`src/hdl/hssc_pkg.sv`:
```
package hssc_pkg;
  // Register addresses (7-bit register address of the configuration port)
  localparam logic [6:0] ADDR_TIMER_A    = 7'h0C; // Timer_a control
  localparam logic [6:0] ADDR_TIMER_B    = 7'h0D; // Timer_b control
  localparam logic [6:0] ADDR_SHUTDOWN   = 7'h10; // Supply shutdown control
  localparam logic [6:0] ADDR_SRC_SEL_A  = 7'h14; // Switch 1 and 2 sources
  localparam logic [6:0] ADDR_SRC_SEL_B  = 7'h15; // Switch 3 and 4 sources
  localparam logic [7:0] RESET_VALUE     = 8'h00; // All registers
  // Writable bit masks; reserved bits read zero
  localparam logic [7:0] TIMER_MASK      = 8'h77; // Bits 6:4 and 2:0
  localparam logic [7:0] SHUTDOWN_MASK   = 8'h70; // Bits 6:4
  localparam logic [7:0] SRC_MASK        = 8'h77; // Two 3-bit fields
  // Field positions
  localparam int ON_LSB  = 4; // On-time field low bit
  localparam int PER_LSB = 0; // Period field low bit
  localparam int OV_BIT  = 6; // Overvoltage shutdown disable
  localparam int UV_BIT  = 5; // Undervoltage shutdown disable
  localparam int REC_BIT = 4; // Supply fault recovery
  // On-time codes
  localparam logic [2:0] ON_STOP_LOW  = 3'h0; // Stopped, output low
  localparam logic [2:0] ON_STOP_HIGH = 3'h6; // Stopped, output high
  localparam logic [2:0] ON_RSVD      = 3'h7; // Reserved
  localparam logic [2:0] PER_RSVD     = 3'h7; // Reserved
  // Switch source codes
  localparam logic [2:0] SRC_OFF     = 3'h0; // Off
  localparam logic [2:0] SRC_ON      = 3'h1; // On
  localparam logic [2:0] SRC_TIMER_A = 3'h2; // Timer_a
  localparam logic [2:0] SRC_TIMER_B = 3'h3; // Timer_b
  localparam logic [2:0] SRC_PWM_A   = 3'h4; // Pwm_a
  localparam logic [2:0] SRC_PWM_B   = 3'h5; // Pwm_b
  // Timing: one tick of 0.1 ms drives both timers
  localparam int CLK_HZ     = 250_000_000; // core_clk rate
  localparam int TICK_US    = 100;         // Tick length in us
  localparam int TICK_CYC   = CLK_HZ / 1_000_000 * TICK_US; // 25000
  // On-times in ticks: 0.1, 0.3, 1.0, 10, 20 ms
  localparam logic [15:0] ON_T1 = 16'h0001;
  localparam logic [15:0] ON_T2 = 16'h0003;
  localparam logic [15:0] ON_T3 = 16'h000A;
  localparam logic [15:0] ON_T4 = 16'h0064;
  localparam logic [15:0] ON_T5 = 16'h00C8;
  // Periods in ticks: 10, 20, 50, 100, 200 ms, 1 s, 2 s
  localparam logic [15:0] PER_T0 = 16'h0064;
  localparam logic [15:0] PER_T1 = 16'h00C8;
  localparam logic [15:0] PER_T2 = 16'h01F4;
  localparam logic [15:0] PER_T3 = 16'h03E8;
  localparam logic [15:0] PER_T4 = 16'h07D0;
  localparam logic [15:0] PER_T5 = 16'h2710;
  localparam logic [15:0] PER_T6 = 16'h4E20;
endpackage : hssc_pkg

```
`src/hdl/hssc_top.sv`:
```
// Notes on behaviour
// - On-time code 000 stops timer, output low
// - On-time code 110 stops timer, output high
// - Period codes select 10ms to 2s
// - Timer starts once nonzero on-time written
// - Restart with cyclic sensing clears timer fields
// - Reserved bits ignore writes, read zero
// - Overvoltage switches off unless disabled
// - Undervoltage switches off unless disabled
// - Recovery restores previous state after fault
// - Register A holds switch 1 and 2
// - Register B holds switch 3 and 4
// - Overcurrent or overtemperature clears switch field
// - Timer_a shares encodings, preceding address
// - Timer wake and cyclic sensing run together
module hssc_top #(
  parameter int TICK_CYCLES = hssc_pkg::TICK_CYC // Cycles per 0.1 ms
) (
  input  wire logic       core_clk,      // 250 MHz clock
  input  wire logic       rstn,          // Async reset, active low
  input  wire logic       restartMode,   // Restart mode clear, level
  input  wire logic       cyclicSense,   // Cyclic sensing in use
  input  wire logic       regWrite,      // Write strobe, one cycle
  input  wire logic [6:0] regAddr,       // Register address
  input  wire logic [7:0] regWdata,      // Write data
  output logic      [7:0] regRdata,      // Read data, registered
  input  wire logic       supplyOv,      // Switch supply overvoltage pin
  input  wire logic       supplyUv,      // Switch supply undervoltage pin
  input  wire logic [3:0] switchFault,   // Overcurrent/overtemp pins
  input  wire logic       pwmA,          // Pwm_a generator output
  input  wire logic       pwmB,          // Pwm_b generator output
  output logic      [3:0] switchOn,      // Switch drive, registered
  output logic            timerAOut,     // Timer_a output for wake logic
  output logic            timerBOut      // Timer_b output for wake logic
);

  ////////////////////////////////////////////////////////////////////////
  // Functions

  // On-time code to ticks; zero for non-running codes
  function automatic logic [15:0] onTicks(input logic [2:0] code);
    case (code)
      3'h1:    onTicks = hssc_pkg::ON_T1;
      3'h2:    onTicks = hssc_pkg::ON_T2;
      3'h3:    onTicks = hssc_pkg::ON_T3;
      3'h4:    onTicks = hssc_pkg::ON_T4;
      3'h5:    onTicks = hssc_pkg::ON_T5;
      default: onTicks = 16'h0000;
    endcase
  endfunction : onTicks

  // Period code to ticks; reserved gives zero (timer idle)
  function automatic logic [15:0] perTicks(input logic [2:0] code);
    case (code)
      3'h0:    perTicks = hssc_pkg::PER_T0;
      3'h1:    perTicks = hssc_pkg::PER_T1;
      3'h2:    perTicks = hssc_pkg::PER_T2;
      3'h3:    perTicks = hssc_pkg::PER_T3;
      3'h4:    perTicks = hssc_pkg::PER_T4;
      3'h5:    perTicks = hssc_pkg::PER_T5;
      3'h6:    perTicks = hssc_pkg::PER_T6;
      default: perTicks = 16'h0000;
    endcase
  endfunction : perTicks

  // Source code to drive level; reserved codes keep switch off
  function automatic logic srcLevel(input logic [2:0] code,
                                    input logic ta, input logic tb,
                                    input logic pa, input logic pb);
    case (code)
      hssc_pkg::SRC_ON:      srcLevel = 1'b1;
      hssc_pkg::SRC_TIMER_A: srcLevel = ta;
      hssc_pkg::SRC_TIMER_B: srcLevel = tb;
      hssc_pkg::SRC_PWM_A:   srcLevel = pa;
      hssc_pkg::SRC_PWM_B:   srcLevel = pb;
      default:               srcLevel = 1'b0;
    endcase
  endfunction : srcLevel

  ////////////////////////////////////////////////////////////////////////
  // Pin synchronisers

  logic [7:0] syncMeta;   // First stage, read only by second stage
  logic [7:0] syncOut;    // Second stage
  logic       ovSync;     // Synchronised overvoltage
  logic       uvSync;     // Synchronised undervoltage
  logic [3:0] faultSync;  // Synchronised per-switch faults
  logic       restartSync;// Synchronised restart request
  logic       cyclicSync; // Synchronised cyclic sensing flag

  // Two flops for every asynchronous input (pwm inputs are on-clock)
  always_ff @(posedge core_clk or negedge rstn) begin
    if (!rstn) begin
      syncMeta <= 8'h00;
      syncOut  <= 8'h00;
    end else begin
      syncMeta <= {cyclicSense, restartMode, switchFault, supplyUv,
                   supplyOv};
      syncOut  <= syncMeta;
    end
  end

  assign ovSync      = syncOut[0];
  assign uvSync      = syncOut[1];
  assign faultSync   = syncOut[5:2];
  assign restartSync = syncOut[6];
  assign cyclicSync  = syncOut[7];

  ////////////////////////////////////////////////////////////////////////
  // Registers

  logic [7:0] timerA, timerB, shutdown, srcA, srcB; // Register contents
  logic [7:0] next_timerA, next_timerB, next_shutdown;
  logic [7:0] next_srcA, next_srcB;
  logic [7:0] next_regRdata; // Read mux
  logic [7:0] faultClr;      // Field clear mask from faults

  // Writes, hardware clears; hardware clear wins over a same-cycle write
  always_comb begin
    next_timerA   = timerA;
    next_timerB   = timerB;
    next_shutdown = shutdown;
    next_srcA     = srcA;
    next_srcB     = srcB;
    if (regWrite) begin
      case (regAddr)
        hssc_pkg::ADDR_TIMER_A:
          next_timerA = regWdata & hssc_pkg::TIMER_MASK;
        hssc_pkg::ADDR_TIMER_B:
          next_timerB = regWdata & hssc_pkg::TIMER_MASK;
        hssc_pkg::ADDR_SHUTDOWN:
          next_shutdown = regWdata & hssc_pkg::SHUTDOWN_MASK;
        hssc_pkg::ADDR_SRC_SEL_A:
          next_srcA = regWdata & hssc_pkg::SRC_MASK;
        hssc_pkg::ADDR_SRC_SEL_B:
          next_srcB = regWdata & hssc_pkg::SRC_MASK;
        default: ; // Unmapped: ignored
      endcase
    end
    // Fault on a switch forces its field to the off code
    faultClr  = {1'b0, {3{faultSync[1]}}, 1'b0, {3{faultSync[0]}}};
    next_srcA = next_srcA & ~faultClr;
    faultClr  = {1'b0, {3{faultSync[3]}}, 1'b0, {3{faultSync[2]}}};
    next_srcB = next_srcB & ~faultClr;
    // Restart clears switch settings, and timers too with cyclic sense
    if (restartSync) begin
      next_srcA = hssc_pkg::RESET_VALUE;
      next_srcB = hssc_pkg::RESET_VALUE;
      if (cyclicSync) begin
        next_timerA = hssc_pkg::RESET_VALUE;
        next_timerB = hssc_pkg::RESET_VALUE;
      end
    end
    case (regAddr)
      hssc_pkg::ADDR_TIMER_A:   next_regRdata = timerA;
      hssc_pkg::ADDR_TIMER_B:   next_regRdata = timerB;
      hssc_pkg::ADDR_SHUTDOWN:  next_regRdata = shutdown;
      hssc_pkg::ADDR_SRC_SEL_A: next_regRdata = srcA;
      hssc_pkg::ADDR_SRC_SEL_B: next_regRdata = srcB;
      default:                  next_regRdata = 8'h00;
    endcase
  end

  always_ff @(posedge core_clk or negedge rstn) begin
    if (!rstn) begin
      timerA   <= hssc_pkg::RESET_VALUE;
      timerB   <= hssc_pkg::RESET_VALUE;
      shutdown <= hssc_pkg::RESET_VALUE;
      srcA     <= hssc_pkg::RESET_VALUE;
      srcB     <= hssc_pkg::RESET_VALUE;
      regRdata <= 8'h00;
    end else begin
      timerA   <= next_timerA;
      timerB   <= next_timerB;
      shutdown <= next_shutdown;
      srcA     <= next_srcA;
      srcB     <= next_srcB;
      regRdata <= next_regRdata;
    end
  end

  ////////////////////////////////////////////////////////////////////////
  // Tick prescaler and cyclic timers

  logic [15:0] tickCnt, next_tickCnt; // 0.1 ms prescaler
  logic        tick;                  // One-cycle tick pulse
  logic [15:0] perCnt [2];            // Tick count within period
  logic [15:0] next_perCnt [2];
  logic [1:0]  tOut, next_tOut;       // Timer outputs
  logic [7:0]  tCfg [2];              // Timer config views

  assign tick    = (tickCnt == 16'(TICK_CYCLES - 1));
  assign tCfg[0] = timerA;
  assign tCfg[1] = timerB;

  // Each timer: high for on-time from start of each period
  always_comb begin
    next_tickCnt = tick ? 16'h0000 : tickCnt + 16'h0001;
    for (int i = 0; i < 2; i++) begin
      logic [2:0]  onC;
      logic [2:0]  perC;
      logic [15:0] pLen;
      onC  = tCfg[i][hssc_pkg::ON_LSB +: 3];
      perC = tCfg[i][hssc_pkg::PER_LSB +: 3];
      pLen = perTicks(perC);
      next_perCnt[i] = perCnt[i];
      if (onC == hssc_pkg::ON_STOP_HIGH) begin
        next_perCnt[i] = 16'h0000;
        next_tOut[i]   = 1'b1;
      end else if (onTicks(onC) == 16'h0000 || pLen == 16'h0000) begin
        next_perCnt[i] = 16'h0000; // Stopped or reserved
        next_tOut[i]   = 1'b0;
      end else begin // Running as soon as on-time is nonzero
        if (tick) begin
          next_perCnt[i] = (perCnt[i] >= pLen - 16'h0001) ? 16'h0000
                           : perCnt[i] + 16'h0001;
        end
        next_tOut[i] = (perCnt[i] < onTicks(onC));
      end
    end
  end

  always_ff @(posedge core_clk or negedge rstn) begin
    if (!rstn) begin
      tickCnt   <= 16'h0000;
      perCnt[0] <= 16'h0000;
      perCnt[1] <= 16'h0000;
      tOut      <= 2'b00;
    end else begin
      tickCnt   <= next_tickCnt;
      perCnt[0] <= next_perCnt[0];
      perCnt[1] <= next_perCnt[1];
      tOut      <= next_tOut;
    end
  end

  // Timer outputs feed wake logic independently of switch use
  assign timerAOut = tOut[0];
  assign timerBOut = tOut[1];

  ////////////////////////////////////////////////////////////////////////
  // Supply shutdown and switch drive

  logic       blockOn, next_blockOn; // Supply fault holds switches off
  logic       sdOv, sdUv;            // Shutdown-causing conditions
  logic [3:0] next_switchOn;
  logic [2:0] fld [4];               // Per-switch source fields

  assign fld[0] = srcA[2:0];
  assign fld[1] = srcA[6:4];
  assign fld[2] = srcB[2:0];
  assign fld[3] = srcB[6:4];
  assign sdOv   = ovSync & ~shutdown[hssc_pkg::OV_BIT];
  assign sdUv   = uvSync & ~shutdown[hssc_pkg::UV_BIT];

  // Without recovery, block stays until software rewrites a source
  always_comb begin
    next_blockOn = blockOn;
    if (sdOv || sdUv) begin
      next_blockOn = 1'b1;
    end else if (shutdown[hssc_pkg::REC_BIT]) begin
      next_blockOn = 1'b0;
    end else if (regWrite && (regAddr == hssc_pkg::ADDR_SRC_SEL_A ||
                              regAddr == hssc_pkg::ADDR_SRC_SEL_B)) begin
      next_blockOn = 1'b0;
    end
    for (int s = 0; s < 4; s++) begin
      next_switchOn[s] = ~next_blockOn &
                         srcLevel(fld[s], tOut[0], tOut[1], pwmA, pwmB);
    end
  end

  always_ff @(posedge core_clk or negedge rstn) begin
    if (!rstn) begin
      blockOn  <= 1'b0;
      switchOn <= 4'h0;
    end else begin
      blockOn  <= next_blockOn;
      switchOn <= next_switchOn;
    end
  end

endmodule : hssc_top

```
`config.mk`:
```
export PLATFORM = sky130hd
export DESIGN_NAME = hssc_top
export DESIGN_NICKNAME = d
export VERILOG_FILES = /design/src/hdl/hssc_pkg.sv /design/src/hdl/hssc_top.sv
export SDC_FILE = /design/constraint.sdc
export NUM_CORES = 1
export LEC_CHECK = 0
export CAP_MARGIN = 20
export CORE_MARGIN = 10
export CORE_UTILIZATION = 45
export DETAILED_ROUTE_END_ITERATION = 10
export DONT_BUFFER_PORTS = 1
export PLACE_DENSITY_LB_ADDON = 0.08
export SLEW_MARGIN = 20
export SYNTH_ARGS = -nofsm -noshare
export SYNTH_HDL_FRONTEND = slang
export SYNTH_SLANG_ARGS = --single-unit
```
`constraint.sdc`:
```
create_clock -name core_clk -period 2.7 [get_ports core_clk]
set_input_delay 0.27 -clock core_clk [delete_from_list [all_inputs] [get_ports core_clk]]
set_output_delay 0.27 -clock core_clk [all_outputs]
set_load 0.02 [all_outputs]
```
==> run_results.csv <==
group,metric,value,unit
worst_setup_path,startpoint,"timerA[1]",
drt,drt-pass1-iter-count,4,
job,maxCapViolCount,0,
synth,synth.area.top_cells,"dfrtp_1 (43%), ha_1 (10%), mux2i_1 (6.2%)",
worst_setup_path,r2r_slack,110,ps
synth,synth_top_area_cell,"dfrtp_1",
synth,ys.warnings.count,0,
sta,setup_viol,0,
die,rows,43,
sta,maxSlewHeadroom,0.390,
clock_network,cts-hold-fix-buffers,8,
drt,avgRoutedWirePerCell,17.4,um
sta,fmax,386,MHz
global_route,first_global_vias,5126,
synth,synth_cells,671,
clock_network,cts-root-buf,"clkbuf_16",
drt,drt-initial-drc-count,334,
finish,nFillCells,1239,
finish,stdcell_area,7550,sq um
finish,fin_nets,790,
finish,diodes,0,
drt,drc,0,
drt,viasPerCell,5.71,
sta,slew_violations,0,
global_route,grt_pass1_wl,25900,um
sta,period_needed,2590,ps
sta,hold_ws,-407,ps
placed_design,dpl-instance-area,6830,sq um
outcome,status,"complete, but fails checks",
sta,hold_violations,110,
clock_network,cts.sinks,110,
synth,ys.flop_type,"dfrtp_1",
die,die_h,140,um
clock_network,path_clk_slew,90,ps
clock_network,ctsLongestPathBuffers,2,
global_route,grt_remaining_overflow,0,
clock_network,tritoncts,"yes",
worst_setup_path,end_kind,"flop",
finish,mostFrequentLayoutCell,"dfrtp_1",
die,core,13900,sq um
synth,seq_area_frac_synth,0.427,
worst_setup_path,crit_end,"perCnt[23]",
synth,syn_avg_cell_area,9.61,sq um
finish,drive_above_1_share,0.157,
clock_network,cts_made_buffers,9,
finish,syn_to_final_growth,17.2,%
placed_design,place_inst,859,
worst_setup_path,worst-path-max-fanout,8,
finish,layout_common_cells,"dfrtp_1 (108), nor2_1 (66), nand2_1 (63)",
clock_network,clk_latency,370,ps
drt,num_vias,5101,
placed_design,io_buffers,0,
worst_setup_path,r2r_cells,12,
worst_setup_path,cp_data_required_time,2960,ps
die,pin_count,42,
finish,finalNonFillerCells,894,
global_route,grt_max_degree,111,
sta,rsz0062_at_grt,"yes",
synth,synth_cell_types,59,
global_route,track_usage,0.159,
sta,timing.final.crit_share,0.959,
worst_hold_path,min_path_type,"input port to async pin",
synth,synth_edf_count,0,
placed_design,place.gp.congestion,0.861,
drt,wirelength,15500,um
sta,worst_slew_pin_slew,908,ps
worst_setup_path,path_class,"flop to flop",
power,power.density,422,nW/um^2
synth,netlist_area,6450,sq um
power,ir_drop,0.000370,V
die,die_width,140,um
worst_setup_path,crit_arrival,2850,ps
global_route,antenna_found_initial,0,
worst_setup_path,worstReg2RegStart,"timerA[1]",
synth,yosysTopAreaCellShare,0.427,
outcome,violations,"hold timing",
synth,ys_seq_elements,110,
worst_setup_path,r2r-end,"perCnt[23]",
die,initial_utilization,0.463,
power,p_leak,3.37,nW
die,dieArea,19500,sq um
drt,antenna_left,0,
finish,finish.utilization,0.542,
placed_design,dp_hpwl,10900,um
synth,ys_async_sr_fraction,1.00,
synth,synth_nets,752,
sta,fin_skew,7.10,ps
worst_setup_path,start_kind,"flop",
clock_network,h-tree-depth,3,
flip-flops by register name (all words and copies together), names as in the netlist:
signal,flops
srcA,6
timerB,8
srcB,6
syncMeta,8
tOut,2
tickCnt,16
shutdown,3
blockOn,1
perCnt,32
regRdata,8
switchOn,4
timerA,8
syncOut,8
final cells by class:
class	count	area, sq um	area share
Clock buffer	9	225	0.0298
Timing Repair Buffer	48	408	0.0540
Tap cell	180	225	0.0298
Sequential cell	110	2760	0.365
Multi-Input combinational cell	514	3740	0.495
Clock inverter	7	101	0.0134
Inverter	26	100	0.0132
worst max-delay path, cell delays in order, from the launching register on:
cell      delay [ps]
dfrtp_1          420
inv_4            120
ha_4             230
nand2b_4         150
a21o_1           170
ha_1             290
buf_4            110
a21oi_1           60
o21ai_1          170
a21oi_2           70
buf_4            150
and4_4           230
a221o_1          320
cell families (layout without fill, tap and decap cells):
logic type | count (synthesis) | count (layout) | share of synthesized area
buffers and inverters | 49 | 90 | 0.0316
AO/OA/AOI/OAI | 113 | 113 | 0.114
AND/OR/NAND/NOR | 265 | 267 | 0.205
multiplexers | 44 | 44 | 0.0691
XOR/XNOR | 37 | 37 | 0.0503
flip-flops | 110 | 110 | 0.427
adder cells (fa/ha/maj) | 53 | 53 | 0.103
Yosys cell counts, types with 4 or more instances:
cell type,number
o21ai_0,15
o211ai_1,4
a21oi_1,34
a211oi_1,6
nand3_1,22
nand4_1,19
ha_1,53
and2_1,6
nor3_1,27
xor2_1,13
nand2b_1,5
clkbuf_1,16
buf_2,4
a21o_1,7
o21ai_1,13
nor2b_1,5
o22ai_1,5
mux2i_1,40
nor2_1,71
and3_1,14
nand2_1,67
inv_1,24
dfrtp_1,110
xnor2_1,24
how the worst min path moves through the flow:
| stage | to | slack, ps | depth (start not counted) |
|---|---|---|---|
| final | perCnt[28] | -410 | 0 |
| after global routing | perCnt[18] | -430 | 0 |
| after CTS | tickCnt[13] | -420 | 0 |
| after detailed placement | perCnt[28] | -20 | 0 |
| after global placement | perCnt[28] | -20 | 0 |
| after floorplan | blockOn | -30 | 0 |
what timing repair did:
action,4_1_cts,5_1_grt
endpoints found under the setup margin,4,32
setup buffers,5,5
gates resized for setup,8,49
pin swaps,5,38
cloned,2,0
hold endpoints to repair,118,110
power by group:
group          internal [W]  leakage, nW  switching (W)
clock network      0.000686        0.157       0.000748
registers           0.00166         1.48      0.0000137
logic             0.0000394         1.74      0.0000368
total               0.00239         3.37       0.000798
per-stage QoR:
step           total power (W)  setup TNS (ps)  setup slack (ps)
6_report               0.00319               0               110
5_1_grt                0.00332            -637             -61.2
4_1_cts                0.00324               0              2.02
3_5_place_dp           0.00177            -126             -42.9
3_3_place_gp           0.00177               0              15.7
2_1_floorplan          0.00176               0              9.60
metal layers:
layer | routed length (um) | track usage | share of wire
met5 | 0 | 0 | 0
met4 | 191 | 0.0440 | 0.012
met3 | 914 | 0.0524 | 0.059
met2 | 7420 | 0.252 | 0.48
met1 | 7000 | 0.203 | 0.45
No activity file was read; power rests on OpenSTA's default activity.
